$ cat config.mk
export PLATFORM = sky130hd
export DESIGN_NAME = owd_decode
export DESIGN_NICKNAME = d
export VERILOG_FILES = /design/src/core/owd_decode.v
export VERILOG_INCLUDE_DIRS = /design/src /design/src/core
export SDC_FILE = /design/constraint.sdc
export NUM_CORES = 1
export LEC_CHECK = 0
export ABC_CLOCK_PERIOD_IN_PS = 2700
export BUFFER_PORTS_ARGS = -buffer_cell sky130_fd_sc_hd__buf_2
export CORE_AREA = 8 8 100 102
export CTS_BUF_LIST = sky130_fd_sc_hd__clkbuf_4 sky130_fd_sc_hd__clkbuf_8
export DETAILED_ROUTE_END_ITERATION = 7
export DIE_AREA = 0 0 108 110
export GPL_TIMING_DRIVEN = 0
export PLACE_DENSITY = 0.54
export SYNTH_ARGS = -nofsm -noshare
export SYNTH_HDL_FRONTEND = slang
export SYNTH_SLANG_ARGS = --single-unit
$ cat constraint.sdc
create_clock -name mclk_i -period 2.7 [get_ports mclk_i]
set_clock_uncertainty 0.1 [all_clocks]
set_input_delay 0.54 -clock mclk_i [delete_from_list [all_inputs] [get_ports mclk_i]]
set_output_delay 0.54 -clock mclk_i [all_outputs]
set_load 0.02 [all_outputs]
$ cat src/core/owd_defs.vh
`ifndef OWD_DEFS_VH
`define OWD_DEFS_VH
`define OWD_OPT_OSC_TYPE    12
`define OWD_OPT_WDT_DIS_N   11
`define OWD_OPT_CYCLE_LEN   10
`define OWD_OPT_CODE_PROT   9
`define OWD_OPT_XTAL_RANGE  8
`define OWD_OPT_DRIVE_PWR   7
`define OWD_OPT_VARIANT     6
`define OWD_OPT_RSVD_HI     5
`define OWD_OPT_RSVD_LO     4
`define OWD_OPT_RESET       13'h1FFF
`define OWD_IRQ_VECTOR      13'h0001
`define OWD_OP_NOP          13'h0000
`define OWD_OP_DAA          13'h0001
`define OWD_OP_CTRL_WR      13'h0002
`define OWD_OP_SLEEP        13'h0003
`define OWD_OP_WDT_CLR      13'h0004
`define OWD_OP_IRQ_EN       13'h0010
`define OWD_OP_IRQ_DIS      13'h0011
`define OWD_OP_RET          13'h0012
`define OWD_OP_IRQ_RETURN_OP         13'h0013
`define OWD_OP_CTRL_RD      13'h0014
`define OWD_OP_TABLE        13'h0020
`define OWD_PC_ADDR         6'h02
`endif

$ cat src/core/owd_decode.v
`timescale 1ns/1ps
`include "owd_defs.vh"
module owd_decode #(
  parameter IW = 13
) (
  input  wire          mclk_i,
  input  wire          sys_rst_i,
  input  wire          opt_load_i,
  input  wire [12:0]   opt_word_i,
  input  wire          instr_valid_i,
  input  wire [IW-1:0] instr_i,
  input  wire          skip_true_i,
  input  wire          irq_pending_i,
  output reg           osc_type_select_o,
  output reg           watchdog_enable_o,
  output reg           long_cycle_o,
  output reg           code_protect_o,
  output reg           fast_crystal_mode_o,
  output reg           slow_crystal_mode_o,
  output reg           drive_power_select_o,
  output reg           variant_a_o,
  output reg           opt_reserved_err_o,
  output reg  [3:0]    customer_id_o,
  output reg           phase_o,
  output reg           cycle_end_o,
  output reg           timer_clk_en_o,
  output reg           instr_ready_o,
  output reg  [5:0]    reg_sel_o,
  output reg  [2:0]    bit_pos_o,
  output reg  [9:0]    literal_o,
  output reg           lit_wide_o,
  output reg           bit_clr_o,
  output reg           bit_set_o,
  output reg           bit_test_o,
  output reg           two_cycle_o,
  output reg           nop_o,
  output reg           decimal_adjust_op_o,
  output reg           ctrl_write_op_o,
  output reg           ctrl_read_op_o,
  output reg           io_ctrl_write_op_o,
  output reg           sleep_op_o,
  output reg           watchdog_clear_op_o,
  output reg           osc_stop_o,
  output reg           tout_flag_o,
  output reg           pdown_flag_o,
  output reg           irq_enable_op_o,
  output reg           irq_disable_op_o,
  output reg           ret_op_o,
  output reg           irq_return_op_o,
  output reg           gie_o,
  output reg           irq_vector_o,
  output reg  [12:0]   vector_addr_o
);
  reg  [12:0] opt_reg;
  reg  [1:0]  div_reg;
  reg         stall_reg;
  wire        cyc_done = opt_reg[`OWD_OPT_CYCLE_LEN] ? (div_reg == 2'h3) : div_reg[0];
  wire [IW-1:0] w = instr_i;
  wire        accept = instr_valid_i & cyc_done & ~stall_reg;

  // Ops that write their register field: rows with top bits 00 and the destination
  // bit set, plus bit clear and bit set. A-destination rows never count.
  function wr_to_reg;
    input [12:0] op;
    reg          row_dest;
    reg          bit_write;
    begin
      row_dest  = (op[12:11] == 2'h0) & op[6];
      bit_write = (op[12:11] == 2'h1) & ~op[10];
      wr_to_reg = row_dest | bit_write;
    end
  endfunction

  // Flow changes: calls, jumps, returns and the table jump
  function is_jump;
    input [12:0] op;
    begin
      is_jump = op[12] | (op == `OWD_OP_RET) | (op == `OWD_OP_IRQ_RETURN_OP)
                | (op == `OWD_OP_TABLE);
    end
  endfunction

  // Conditional skips: bit tests and the count-and-test rows
  function is_skip;
    input [12:0] op;
    reg          bit_test;
    reg          count_test;
    begin
      bit_test   = (op[12:10] == 3'h3);
      count_test = (op[12:7] == 6'h0B) | (op[12:7] == 6'h0F);
      is_skip    = bit_test | count_test;
    end
  endfunction

  // Wide literal for calls and jumps (top bit set), narrow for the rest, returns and the table jump included
  function [9:0] lit_field;
    input [12:0] op;
    begin
      if (op[12]) begin
        lit_field = op[9:0];
      end else begin
        lit_field = {2'h0, op[7:0]};
      end
    end
  endfunction

  // Bit clear row
  function is_bit_clr;
    input [12:0] op;
    begin
      is_bit_clr = (op[12:9] == 4'h4);
    end
  endfunction

  // Bit set row
  function is_bit_set;
    input [12:0] op;
    begin
      is_bit_set = (op[12:9] == 4'h5);
    end
  endfunction

  // Both bit test rows; the skip itself comes from the datapath
  function is_bit_test;
    input [12:0] op;
    begin
      is_bit_test = (op[12:10] == 3'h3);
    end
  endfunction

  // Word redirects the program counter, so the next cycle is a bubble
  wire        pc_write = wr_to_reg(w) && (w[5:0] == `OWD_PC_ADDR);
  wire        stretch  = pc_write || is_jump(w) || (skip_true_i && is_skip(w));


  // Option bits latched only by the programming interface
  always @(posedge mclk_i or posedge sys_rst_i) begin
    if (sys_rst_i) begin
      opt_reg <= `OWD_OPT_RESET;
    end else if (opt_load_i) begin
      opt_reg <= opt_word_i;
    end
  end

  always @(posedge mclk_i or posedge sys_rst_i) begin
    if (sys_rst_i) begin
      osc_type_select_o    <= 1'b0;
      watchdog_enable_o    <= 1'b0;
      long_cycle_o         <= 1'b0;
      code_protect_o       <= 1'b0;
      fast_crystal_mode_o  <= 1'b0;
      slow_crystal_mode_o  <= 1'b0;
      drive_power_select_o <= 1'b0;
      variant_a_o          <= 1'b0;
      opt_reserved_err_o   <= 1'b0;
      customer_id_o        <= 4'h0;
    end else begin
      osc_type_select_o    <= opt_reg[`OWD_OPT_OSC_TYPE];
      watchdog_enable_o    <= ~opt_reg[`OWD_OPT_WDT_DIS_N];
      long_cycle_o         <= opt_reg[`OWD_OPT_CYCLE_LEN];
      code_protect_o       <= ~opt_reg[`OWD_OPT_CODE_PROT];
      fast_crystal_mode_o  <= opt_reg[`OWD_OPT_OSC_TYPE] & opt_reg[`OWD_OPT_XTAL_RANGE];
      slow_crystal_mode_o  <= opt_reg[`OWD_OPT_OSC_TYPE] & ~opt_reg[`OWD_OPT_XTAL_RANGE]
                              & ~opt_reg[`OWD_OPT_DRIVE_PWR];
      // Drive bit has no meaning in fast crystal mode
      drive_power_select_o <= opt_reg[`OWD_OPT_DRIVE_PWR] & ~(opt_reg[`OWD_OPT_OSC_TYPE]
                              & opt_reg[`OWD_OPT_XTAL_RANGE]);
      variant_a_o          <= opt_reg[`OWD_OPT_VARIANT];
      // Flags bad programming; RC with range bit set is also wrong
      opt_reserved_err_o   <= ~opt_reg[`OWD_OPT_RSVD_HI] | opt_reg[`OWD_OPT_RSVD_LO]
                              | (~opt_reg[`OWD_OPT_OSC_TYPE] & opt_reg[`OWD_OPT_XTAL_RANGE]);
      customer_id_o        <= opt_reg[3:0];
    end
  end

  // Oscillator-period divider; timer enable follows the cycle length
  always @(posedge mclk_i or posedge sys_rst_i) begin
    if (sys_rst_i) begin
      div_reg        <= 2'h0;
      timer_clk_en_o <= 1'b0;
      cycle_end_o    <= 1'b0;
      phase_o        <= 1'b0;
    end else begin
      div_reg        <= opt_reg[`OWD_OPT_CYCLE_LEN] ? div_reg + 2'h1 : {1'b0, ~div_reg[0]};
      timer_clk_en_o <= cyc_done;
      cycle_end_o    <= cyc_done;
      phase_o        <= div_reg[0];
    end
  end

  always @* begin
    instr_ready_o = cyc_done & ~stall_reg;
  end

  // Decode registered at the end of each instruction cycle
  always @(posedge mclk_i or posedge sys_rst_i) begin
    if (sys_rst_i) begin
      stall_reg           <= 1'b0;
      reg_sel_o           <= 6'h00;
      bit_pos_o           <= 3'h0;
      literal_o           <= 10'h000;
      lit_wide_o          <= 1'b0;
      bit_clr_o           <= 1'b0;
      bit_set_o           <= 1'b0;
      bit_test_o          <= 1'b0;
      two_cycle_o         <= 1'b0;
      nop_o               <= 1'b0;
      decimal_adjust_op_o <= 1'b0;
      ctrl_write_op_o     <= 1'b0;
      ctrl_read_op_o      <= 1'b0;
      io_ctrl_write_op_o  <= 1'b0;
      sleep_op_o          <= 1'b0;
      watchdog_clear_op_o <= 1'b0;
      osc_stop_o          <= 1'b0;
      tout_flag_o         <= 1'b1;
      pdown_flag_o        <= 1'b1;
      irq_enable_op_o     <= 1'b0;
      irq_disable_op_o    <= 1'b0;
      ret_op_o            <= 1'b0;
      irq_return_op_o     <= 1'b0;
      gie_o               <= 1'b0;
      irq_vector_o        <= 1'b0;
      vector_addr_o       <= 13'h0000;
    end else begin
      nop_o               <= 1'b0;
      decimal_adjust_op_o <= 1'b0;
      ctrl_write_op_o     <= 1'b0;
      ctrl_read_op_o      <= 1'b0;
      io_ctrl_write_op_o  <= 1'b0;
      sleep_op_o          <= 1'b0;
      watchdog_clear_op_o <= 1'b0;
      irq_enable_op_o     <= 1'b0;
      irq_disable_op_o    <= 1'b0;
      ret_op_o            <= 1'b0;
      irq_return_op_o     <= 1'b0;
      irq_vector_o        <= 1'b0;
      bit_clr_o           <= 1'b0;
      bit_set_o           <= 1'b0;
      bit_test_o          <= 1'b0;
      if (cyc_done && stall_reg) begin
        stall_reg   <= 1'b0;
        two_cycle_o <= 1'b0;
      end else if (accept) begin
        reg_sel_o  <= w[5:0];
        bit_pos_o  <= w[8:6];
        literal_o  <= lit_field(w);
        lit_wide_o <= w[12] & ~w[11];
        bit_clr_o  <= is_bit_clr(w);
        bit_set_o  <= is_bit_set(w);
        bit_test_o <= is_bit_test(w);
        nop_o               <= w == `OWD_OP_NOP;
        decimal_adjust_op_o <= w == `OWD_OP_DAA;
        ctrl_write_op_o     <= w == `OWD_OP_CTRL_WR;
        ctrl_read_op_o      <= w == `OWD_OP_CTRL_RD;
        io_ctrl_write_op_o  <= w[12:4] == 9'h000 & w[3:0] > 4'h4;
        irq_enable_op_o     <= w == `OWD_OP_IRQ_EN;
        irq_disable_op_o    <= w == `OWD_OP_IRQ_DIS;
        ret_op_o            <= w == `OWD_OP_RET;
        irq_return_op_o     <= w == `OWD_OP_IRQ_RETURN_OP;
        if (w == `OWD_OP_SLEEP) begin
          sleep_op_o          <= 1'b1;
          osc_stop_o          <= 1'b1;
          tout_flag_o         <= 1'b1;
          pdown_flag_o        <= 1'b0;
        end
        if (w == `OWD_OP_WDT_CLR) begin
          watchdog_clear_op_o <= 1'b1;
          tout_flag_o         <= 1'b1;
          pdown_flag_o        <= 1'b1;
        end
        if (w == `OWD_OP_IRQ_EN || w == `OWD_OP_IRQ_RETURN_OP) begin
          gie_o <= 1'b1;
        end else if (w == `OWD_OP_IRQ_DIS) begin
          gie_o <= 1'b0;
        end
        if (stretch) begin
          stall_reg   <= 1'b1;
          two_cycle_o <= 1'b1;
        end else begin
          two_cycle_o <= 1'b0;
        end
      end else if (cyc_done && gie_o && irq_pending_i) begin
        // Interrupt taken between instructions; masks itself until re-enabled
        irq_vector_o  <= 1'b1;
        vector_addr_o <= `OWD_IRQ_VECTOR;
        gie_o         <= 1'b0;
      end
      // Sleep taken with a store in one cycle wins, so the stop is not lost
      if (opt_load_i && !(accept && w == `OWD_OP_SLEEP)) begin
        osc_stop_o <= 1'b0;
      end
    end
  end
endmodule // owd_decode

Word level (Yosys, flattened, before mapping)
Cells that the tools add are included.
- input port bits: 32
- word-level logic and storage cells: 174
- flip-flop bits (word level): 72
- output and inout bits: 70
- reductions and logical operators: 26
- add/sub/neg operators: 1
- bitwise operators: 33
- multiplexer cells: 53
- equality and inequality tests: 20
- $lt $le $gt $ge: 1
- operator list (cell ; count):
    equality test 13 x 5 -> 1 bit (second input constant) ; 5
    2-to-1 mux 1 bit ; 51
    equality test 13 x 2 -> 1 bit (second input constant) ; 2
    equality test 13 x 1 -> 1 bit (second input constant) ; 1
    equality test 13 x 3 -> 1 bit (second input constant) ; 1
    equality test 13 x 6 -> 1 bit (second input constant) ; 1
    logical NOT 13 bit ; 1
    inverter 1 bit ; 13
    bitwise AND 1 bit ; 12
    equality test 6 x 4 -> 1 bit (second input constant) ; 2
    AND reduction 3 bit ; 4
    nonzero test 2 bit ; 6
    2-to-1 mux 10 bit ; 1
    logical NOT 9 bit ; 1
    equality test 4 x 3 -> 1 bit (second input constant) ; 2
    bitwise OR 1 bit ; 8
    logical AND 1 bit ; 7
    equality test 6 x 2 -> 1 bit (second input constant) ; 1
    > comparator 4 x 3 -> 1 bit (second input constant) ; 1
    AND reduction 2 bit ; 2
    equality test 3 x 2 -> 1 bit (second input constant) ; 1
    logical OR 1 bit ; 3
    != test 3 x 1 -> 1 bit (second input constant) ; 1
    adder 2 x 1 -> 2 bit (second input constant) ; 1
    6 further kinds ; 6

Logic depth before layout (Yosys ltp)
Gate-level depths: netlist of run 1.
- depth in word-level cells: 9
- gate-level depth with buffers: 7
- depth with buffers taken out: 6

Worst setup path before layout of run 1
OpenSTA, ideal clock, no wires.
- path type: input-to-reg
- start point: input port instr_i[7]
- end point: register gie_o
- path slack: 823 ps
- setup time: 134 ps
- data required time: 2466 ps
- path buffers: 0
- arrival time: 1643 ps
- stages on the path: 4
- cells stage by stage: or4_4 -> nor4_4 -> and4_1 -> a21oi_1
- cells in the longest elaborated chain, start to end: 4
- elaborated cells between the ends (all ways): 8
- those cells by class: 4 x eq/ne; 2 x mux; 2 x reduce/logical
- RTL lines (what ; RTL line ; source):
    start, declared ; owd_decode.v:11 ; input wire [IW-1:0] instr_i,
    equality test 13 x 5 -> 1 bit (no line) ; n/a ;
    logical OR 1 bit (no line) ; n/a ;
    != test 3 x 1 -> 1 bit (no line) or 2-to-1 mux 1 bit (tied branches) ; n/a ;
    AND reduction 3 bit (no line) or 2-to-1 mux 1 bit (tied branches) ; n/a ;
    end signal, assigned ; owd_decode.v:221 ; gie_o <= 1'b0;
    end signal, assigned ; owd_decode.v:272 ; gie_o <= 1'b1;
    end signal, assigned ; owd_decode.v:274 ; gie_o <= 1'b0;
    end, declared ; owd_decode.v:50 ; output reg gie_o,
Several ways; a longest one is shown, not always the timed one.
A chain may end at the register's enable or synchronous reset.

Worst setup path after layout of run 1
- start point: register opt_reg[10]
- end point: output port instr_ready_o
- cells in the longest elaborated chain, start to end: 2
- RTL lines (what ; RTL line ; source):
    start, declared ; owd_decode.v:54 ; reg [12:0] opt_reg;
    start signal, assigned ; owd_decode.v:139 ; opt_reg <= `OWD_OPT_RESET;
    start signal, assigned ; owd_decode.v:141 ; opt_reg <= opt_word_i;
    2-to-1 mux 1 bit ; owd_decode.v:57 ; wire cyc_done = opt_reg[`OWD_OPT_CYCLE_LEN] ? (div_reg == 2'h3) : div_reg[0];
    bitwise AND 1 bit ; owd_decode.v:192 ; instr_ready_o = cyc_done & ~stall_reg;
    end, declared ; owd_decode.v:27 ; output reg instr_ready_o,
Every way passes these cells.

==> results of run 1 <==
cell families after synthesis:
kind of cell             after synthesis
other                                  2
multiplexers                          12
buffers and inverters                 41
adder cells (fa/ha/maj)                1
flip-flops                            63
AO/OA/AOI/OAI                         22
AND/OR/NAND/NOR                       86
final cells by class:
type | count | area (um2) | area share
inverters | 13 | 48.8 | 0.0142
clock inverters | 2 | 12.5 | 0.00364
repair buffers | 88 | 455 | 0.133
well taps | 108 | 135 | 0.0393
clock buffers | 14 | 186 | 0.0543
flip-flops and latches | 63 | 1590 | 0.464
plain buffers | 28 | 190 | 0.0554
multi-input cells | 134 | 812 | 0.236
per-layer routing:
metal / global-route usage / part of all wire / routed length (um) / vias up
li1: - / - / - / 940
met1: 0.144 / 0.47 / 3000 / 888
met2: 0.153 / 0.41 / 2580 / 83
met3: 0.0471 / 0.10 / 656 / 8
met4: 0.0565 / 0.016 / 103 / 0
met5: 0 / 0 / 0 / -
power groups by stage:
stage	logic, W	registers (W)	clock network [W]
6_report	0.000542	0.00111	0.000793
5_1_grt	0.000598	0.00112	0.000870
3_5_place_dp	0.000552	0.00113	0
4_1_cts	0.000553	0.00111	0.000825
2_1_floorplan	0.000269	0.00121	0
3_3_place_gp	0.000543	0.00112	0
placed cells by master, fill, tap and decap left out, drive strengths merged:
| master | Yosys | final |
|---|---|---|
| and2 | 3 | 3 |
| or2 | 3 | 3 |
| clkbuf | 3 | 17 |
| buf | 25 | 113 |
| o41ai | 1 | 1 |
| conb | 2 | 13 |
| nor3 | 2 | 2 |
| mux2 | 11 | 11 |
| a41o | 1 | 1 |
| clkinv | 0 | 1 |
| nand4 | 1 | 1 |
| nand3 | 4 | 4 |
| nor3b | 2 | 2 |
| a31oi | 2 | 2 |
| nand3b | 3 | 3 |
| o22ai | 1 | 1 |
| o221ai | 1 | 1 |
| nor2 | 16 | 16 |
| dfstp | 14 | 14 |
| a2111oi | 2 | 2 |
| or4 | 1 | 1 |
| dfrtp | 49 | 49 |
| o21ai | 9 | 9 |
| nand2 | 35 | 35 |
| or3 | 2 | 2 |
| ha | 1 | 1 |
| and4 | 2 | 2 |
| or4b | 1 | 1 |
| inv | 13 | 13 |
| mux2i | 1 | 1 |
| a21oi | 5 | 5 |
| or3b | 1 | 1 |
| nor2b | 3 | 3 |
| nor4 | 4 | 4 |
| clkinvlp | 0 | 1 |
| nand2b | 3 | 3 |
through the flow:
stage	util	hold slack, ps
2_1_floorplan	-	287
3_3_place_gp	0.380	289
3_5_place_dp	0.382	292
4_1_cts	0.406	142
5_1_grt	0.406	180
6_report	0.406	146
how the worst max path moves through the flow:
| stage | from | endpoint | slack (ps) | cells after the start |
|---|---|---|---|---|
| global placement | sys_rst_i | watchdog_clear_op_o | -270 | 2 |
| finish | opt_reg[10] | instr_ready_o | 380 | 3 |
| floorplan | sys_rst_i | bit_clr_o | 510 | 1 |
| detailed placement | instr_i[7] | irq_enable_op_o | 580 | 5 |
| CTS | div_reg[0] | instr_ready_o | 330 | 4 |
| global route | opt_reg[10] | instr_ready_o | 220 | 3 |
cell usage after synthesis, types with 3 or more instances:
library cell and number:
nand3b_1 3, dfstp_2 14, mux2_2 11, nand3_1 3
nand2_1 34, inv_1 13, or2_2 3, dfrtp_1 49
a21oi_1 5, nor2b_1 3, and2_1 3, buf_4 22
nor2_1 16, nand2b_1 3, clkbuf_1 3, o21ai_0 9
==> impl_metrics.csv, run 1 <==
group,metric,value,unit
status,status,"finished clean",
drt,drc,0,
synth,synth_area,2600,um2
synth,synth_fa_ha_area_frac,0.00481,
drt,wl,6340,um
job,max_cap_violations,0,
floorplan,num_rows,34,
critical_path,crit_buf_inv,1,
synth,yosys-mux-area-fraction,0.0514,
critical_path,critPathRequiredTime,2060,ps
global_route,grt_pass1_wl,10000,um
synth,netlist_top_cells_area,"dfrtp_1 47%, dfstp_2 14%, buf_4 6.3%, nand2_1 4.9%, mux2_2 4.8%",
drt,via_per_inst,4.26,
floorplan,core,8470,um2
sta,setup-violations-final,0,
critical_path,path_cells,"mux2i_1 -> nor2_1 -> buf_2",
layout,drive_gt1_frac,0.482,
clock_tree,tritoncts,"done",
power_and_ir_drop,internal_power,0.00170,W
synth,synth-seq-cells,63,
power_and_ir_drop,p_switching,0.000741,W
drt,routedWlPerCell,14.1,um
global_route,grt_usage,0.111,
sta,final_max_slew_viol_count,0,
clock_tree,numCtsBuffers,9,
critical_path,crit_slowest_cell,"dfstp_2",
clock_tree,cts_buffer_depth,2,
critical_path,cp_max_fo,5,
placement,placed_cells,434,
critical_path,r2r-end,"reg_sel_o[3]",
drt,ant_nets,0,
sta,slew_headroom,0.638,
synth,ys_seq_area_frac,0.612,
floorplan,die_y,110,um
critical_path,r2r_slack,680,ps
power_and_ir_drop,pwr_density_cell,712,nW/um2
layout,largest_register_ffs,13,
placement,place_ws,581,ps
clock_tree,cts.clk_slew.worst_paths,70,ps
drt,drtIter0Drc,85,
floorplan,fp.dieW,108,um
clock_tree,cts_resized,0,
synth,synth_ff_type,"dfrtp_1",
power_and_ir_drop,swShare,0.303,
drt,vias,1919,
synth,synth_edf_count,0,
sta,rsz0062_at_grt,"false",
drt,drtPass1Iterations,4,
synth,syn-instance-count,227,
floorplan,initial_utilization,0.308,
synth,synthSimpleGateAreaFrac,0.176,
clock_tree,cts-htree-levels,3,
placement,place_area,3240,um2
sta,tns,0,ps
power_and_ir_drop,seqPwrFrac,0.454,
layout,fillers,860,
clock_tree,post-cts-setup-buffers,0,
power_and_ir_drop,p_comb_frac,0.222,
layout,post-route-cell-area,3430,um2
floorplan,dieArea,11900,um2
power_and_ir_drop,irDropWorstVdd,0.000310,V
layout,final_cells,450,
layout,fin_nets,370,
placement,io_buffers,87,
clock_tree,cts.sink_count,63,
sta,worst_slack,379,ps
synth,synth_area_per_cell,11.5,um2
synth,synth_top_family_by_area,"simple AND/OR/NAND/NOR gates",
sta,worst_pin_slew,543,ps
global_route,grt_max_degree,41,
critical_path,worstSetupEndpointType,"output pin",
critical_path,criticalPathCategory,"flip-flop to output pin",
global_route,antenna_found_initial,0,
placement,dp_hpwl,4850,um
sta,fin_crit,2320,ps
sta,timing.fmax,431,MHz
placement,gp_congestion,0.769,
sta,hold_viol,0,
layout,syn_to_final_growth,31.9,%
critical_path,critPathMaxStageDelay,560,ps
synth,ys_warn_count,0,
synth,synth-compound-area-share,0.0610,
power_and_ir_drop,p_leak,1.78,nW
synth,async_reset_ff_frac,1.00,
clock_tree,clock-root-buffer,"clkbuf_8",
clock_tree,clkLatencyLatePin,330,ps
power_and_ir_drop,clkPwrFrac,0.324,
critical_path,reg2reg_depth,5,
critical_path,arrival,1680,ps
sta,fin_crit_sh,0.860,
critical_path,r2r-start,"opt_reg[10]",
synth,synth_top_area_share,0.471,
min_path,hold_path_class,"input pin to async pin",
global_route,grt_pass1_vias,2041,
global_route,grt_overflow,0,
critical_path,startpoint_type,"flip-flop",
layout,antenna_cells,0,
synth,synth_top_area_cell,"dfrtp_1",
power_and_ir_drop,power,0.00245,W
floorplan,num_io_pins,102,
synth,yosys.cell_types.count,41,
critical_path,crit_family,"flip-flops",
synth,synthXorXnorAreaFrac,0,
clock_tree,ctsHoldBuffers,0,
Note: power is estimated with default switching activity, not from simulation.
==> inputs of run 2 (changes only) <==
Settings changed: ABC_CLOCK_PERIOD_IN_PS 2700 to unset, CORE_AREA 8 8 100 102 to 8 8 86 88, DIE_AREA 0 0 108 110 to 0 0 94 96, PLACE_DENSITY 0.54 to 0.71.
==> impl_metrics.csv, run 2 (synthesized netlist as in run 1, its figures left out) <==
group,metric,value,unit
status,status,"finished clean",
critical_path,startpoint_type,"flip-flop",
critical_path,r2r-end,"literal_o[8]",
global_route,grt_overflow,0,
clock_tree,cts.sink_count,63,
layout,fin_nets,370,
drt,wl,5940,um
floorplan,num_rows,29,
global_route,grt_pass1_vias,2019,
critical_path,arrival,1680,ps
critical_path,cp-endpoint,"instr_ready_o",
critical_path,worstSetupEndpointType,"output pin",
layout,layout_common_cells,"89 x buf_2, 49 x dfrtp_1, 34 x nand2_1",
drt,drtIter0Drc,45,
floorplan,initial_utilization,0.427,
drt,drtPass1Iterations,4,
sta,worst_slack,382,ps
drt,vias,1929,
placement,place_ws,587,ps
job,max_cap_violations,0,
floorplan,num_io_pins,102,
clock_tree,ctsHoldBuffers,0,
drt,drc,0,
layout,final_cells,419,
layout,largest_register_ffs,13,
critical_path,critPathRequiredTime,2060,ps
clock_tree,cts_buffer_depth,2,
global_route,grt_max_degree,42,
placement,dp_hpwl,4550,um
clock_tree,numCtsBuffers,9,
sta,final_max_slew_viol_count,0,
clock_tree,tritoncts,"done",
critical_path,criticalPathCategory,"flip-flop to output pin",
sta,timing.fmax,431,MHz
layout,syn_to_final_growth,29.4,%
critical_path,reg2reg_depth,7,
power_and_ir_drop,pwr_density_cell,705,nW/um2
floorplan,dieArea,9020,um2
global_route,antenna_found_initial,0,
min_path,hold_path_class,"input pin to async pin",
critical_path,r2r-start,"div_reg[0]",
placement,place_area,3200,um2
power_and_ir_drop,irDropWorstVdd,0.000435,V
drt,routedWlPerCell,14.2,um
drt,ant_nets,0,
floorplan,die_y,96,um
critical_path,r2r_slack,690,ps
floorplan,core,6100,um2
sta,setup-violations-final,0,
power_and_ir_drop,p_leak,1.77,nW
drt,via_per_inst,4.60,
global_route,grt_pass1_wl,9480,um
layout,final_common_cell,"buf_2",
critical_path,cp_max_fo,5,
sta,slew_headroom,0.661,
clock_tree,cts.clk_slew.worst_paths,70,ps
global_route,grt_usage,0.134,
critical_path,startpoint,"div_reg[0]",
sta,hold_viol,0,
sta,fin_crit,2320,ps
placement,gp_congestion,0.746,
clock_tree,post-cts-setup-buffers,0,
sta,worst_pin_slew,505,ps
layout,drive_gt1_frac,0.482,
layout,antenna_cells,0,
clock_tree,cts_resized,0,
sta,fin_crit_sh,0.859,
clock_tree,clock-root-buffer,"clkbuf_8",
sta,rsz0062_at_grt,"false",
layout,fin_util,0.553,
layout,post-route-cell-area,3370,um2
placement,io_buffers,87,
placement,placed_cells,403,
sta,whs,130,ps
clock_tree,clkLatencyLatePin,330,ps
clock_tree,cts-htree-levels,3,
floorplan,fp.dieW,94,um
[run 2: cell count changes in the layout (fill, tap and decap cells not counted), sizes merged]
cell,change
clkinv,+1
clkinvlp,-1
[run 2: worst min path at each step]
stage / to / cells past startpoint / slack (ps)
2_1_floorplan: customer_id_o[0] / 0 / 290
3_3_place_gp: customer_id_o[2] / 0 / 290
3_5_place_dp: customer_id_o[3] / 0 / 290
4_1_cts: lit_wide_o / 2 / 130
5_1_grt: fast_crystal_mode_o / 2 / 170
6_report: bit_pos_o[1] / 2 / 130
[run 2: layout make-up]
| type | count | area, um2 |
|---|---|---|
| Multi-Input combinational cell | 134 | 812 |
| Buffer | 28 | 190 |
| Clock inverter | 2 | 10.0 |
| Timing Repair Buffer | 88 | 455 |
| Fill cell | 560 | 2730 |
| Inverter | 13 | 48.8 |
| Clock buffer | 14 | 161 |
| Tap cell | 77 | 96.3 |
| Sequential cell | 63 | 1590 |
[run 2: stage by stage]
step	setup TNS [ps]	total power, W
floorplan	0	0.00148
global placement	-10700	0.00166
detailed placement	0	0.00168
CTS	0	0.00241
global route	0	0.00249
finish	0	0.00237
[run 2: layer usage]
metal | vias up | track usage | wire [um]
met5 | - | 0 | 0
met4 | 0 | 0.0674 | 61
met3 | 9 | 0.0452 | 532
met2 | 74 | 0.211 | 2690
met1 | 910 | 0.162 | 2650
li1 | 936 | - | -
[run 2: power breakdown]
| part | switching, W | internal, W | leakage, nW |
|---|---|---|---|
| Combinational | 0.000336 | 0.000207 | 0.899 |
| Clock | 0.000339 | 0.000382 | 0.0955 |
| Sequential | 0.0000559 | 0.00105 | 0.778 |
| Total | 0.000731 | 0.00164 | 1.77 |
[run 2: worst max-delay path, cell delays in order (launching register included)]
cell,delay [ps]
dfrtp_1,410
ha_1,200
mux2i_1,360
nor2_1,180
buf_2,200
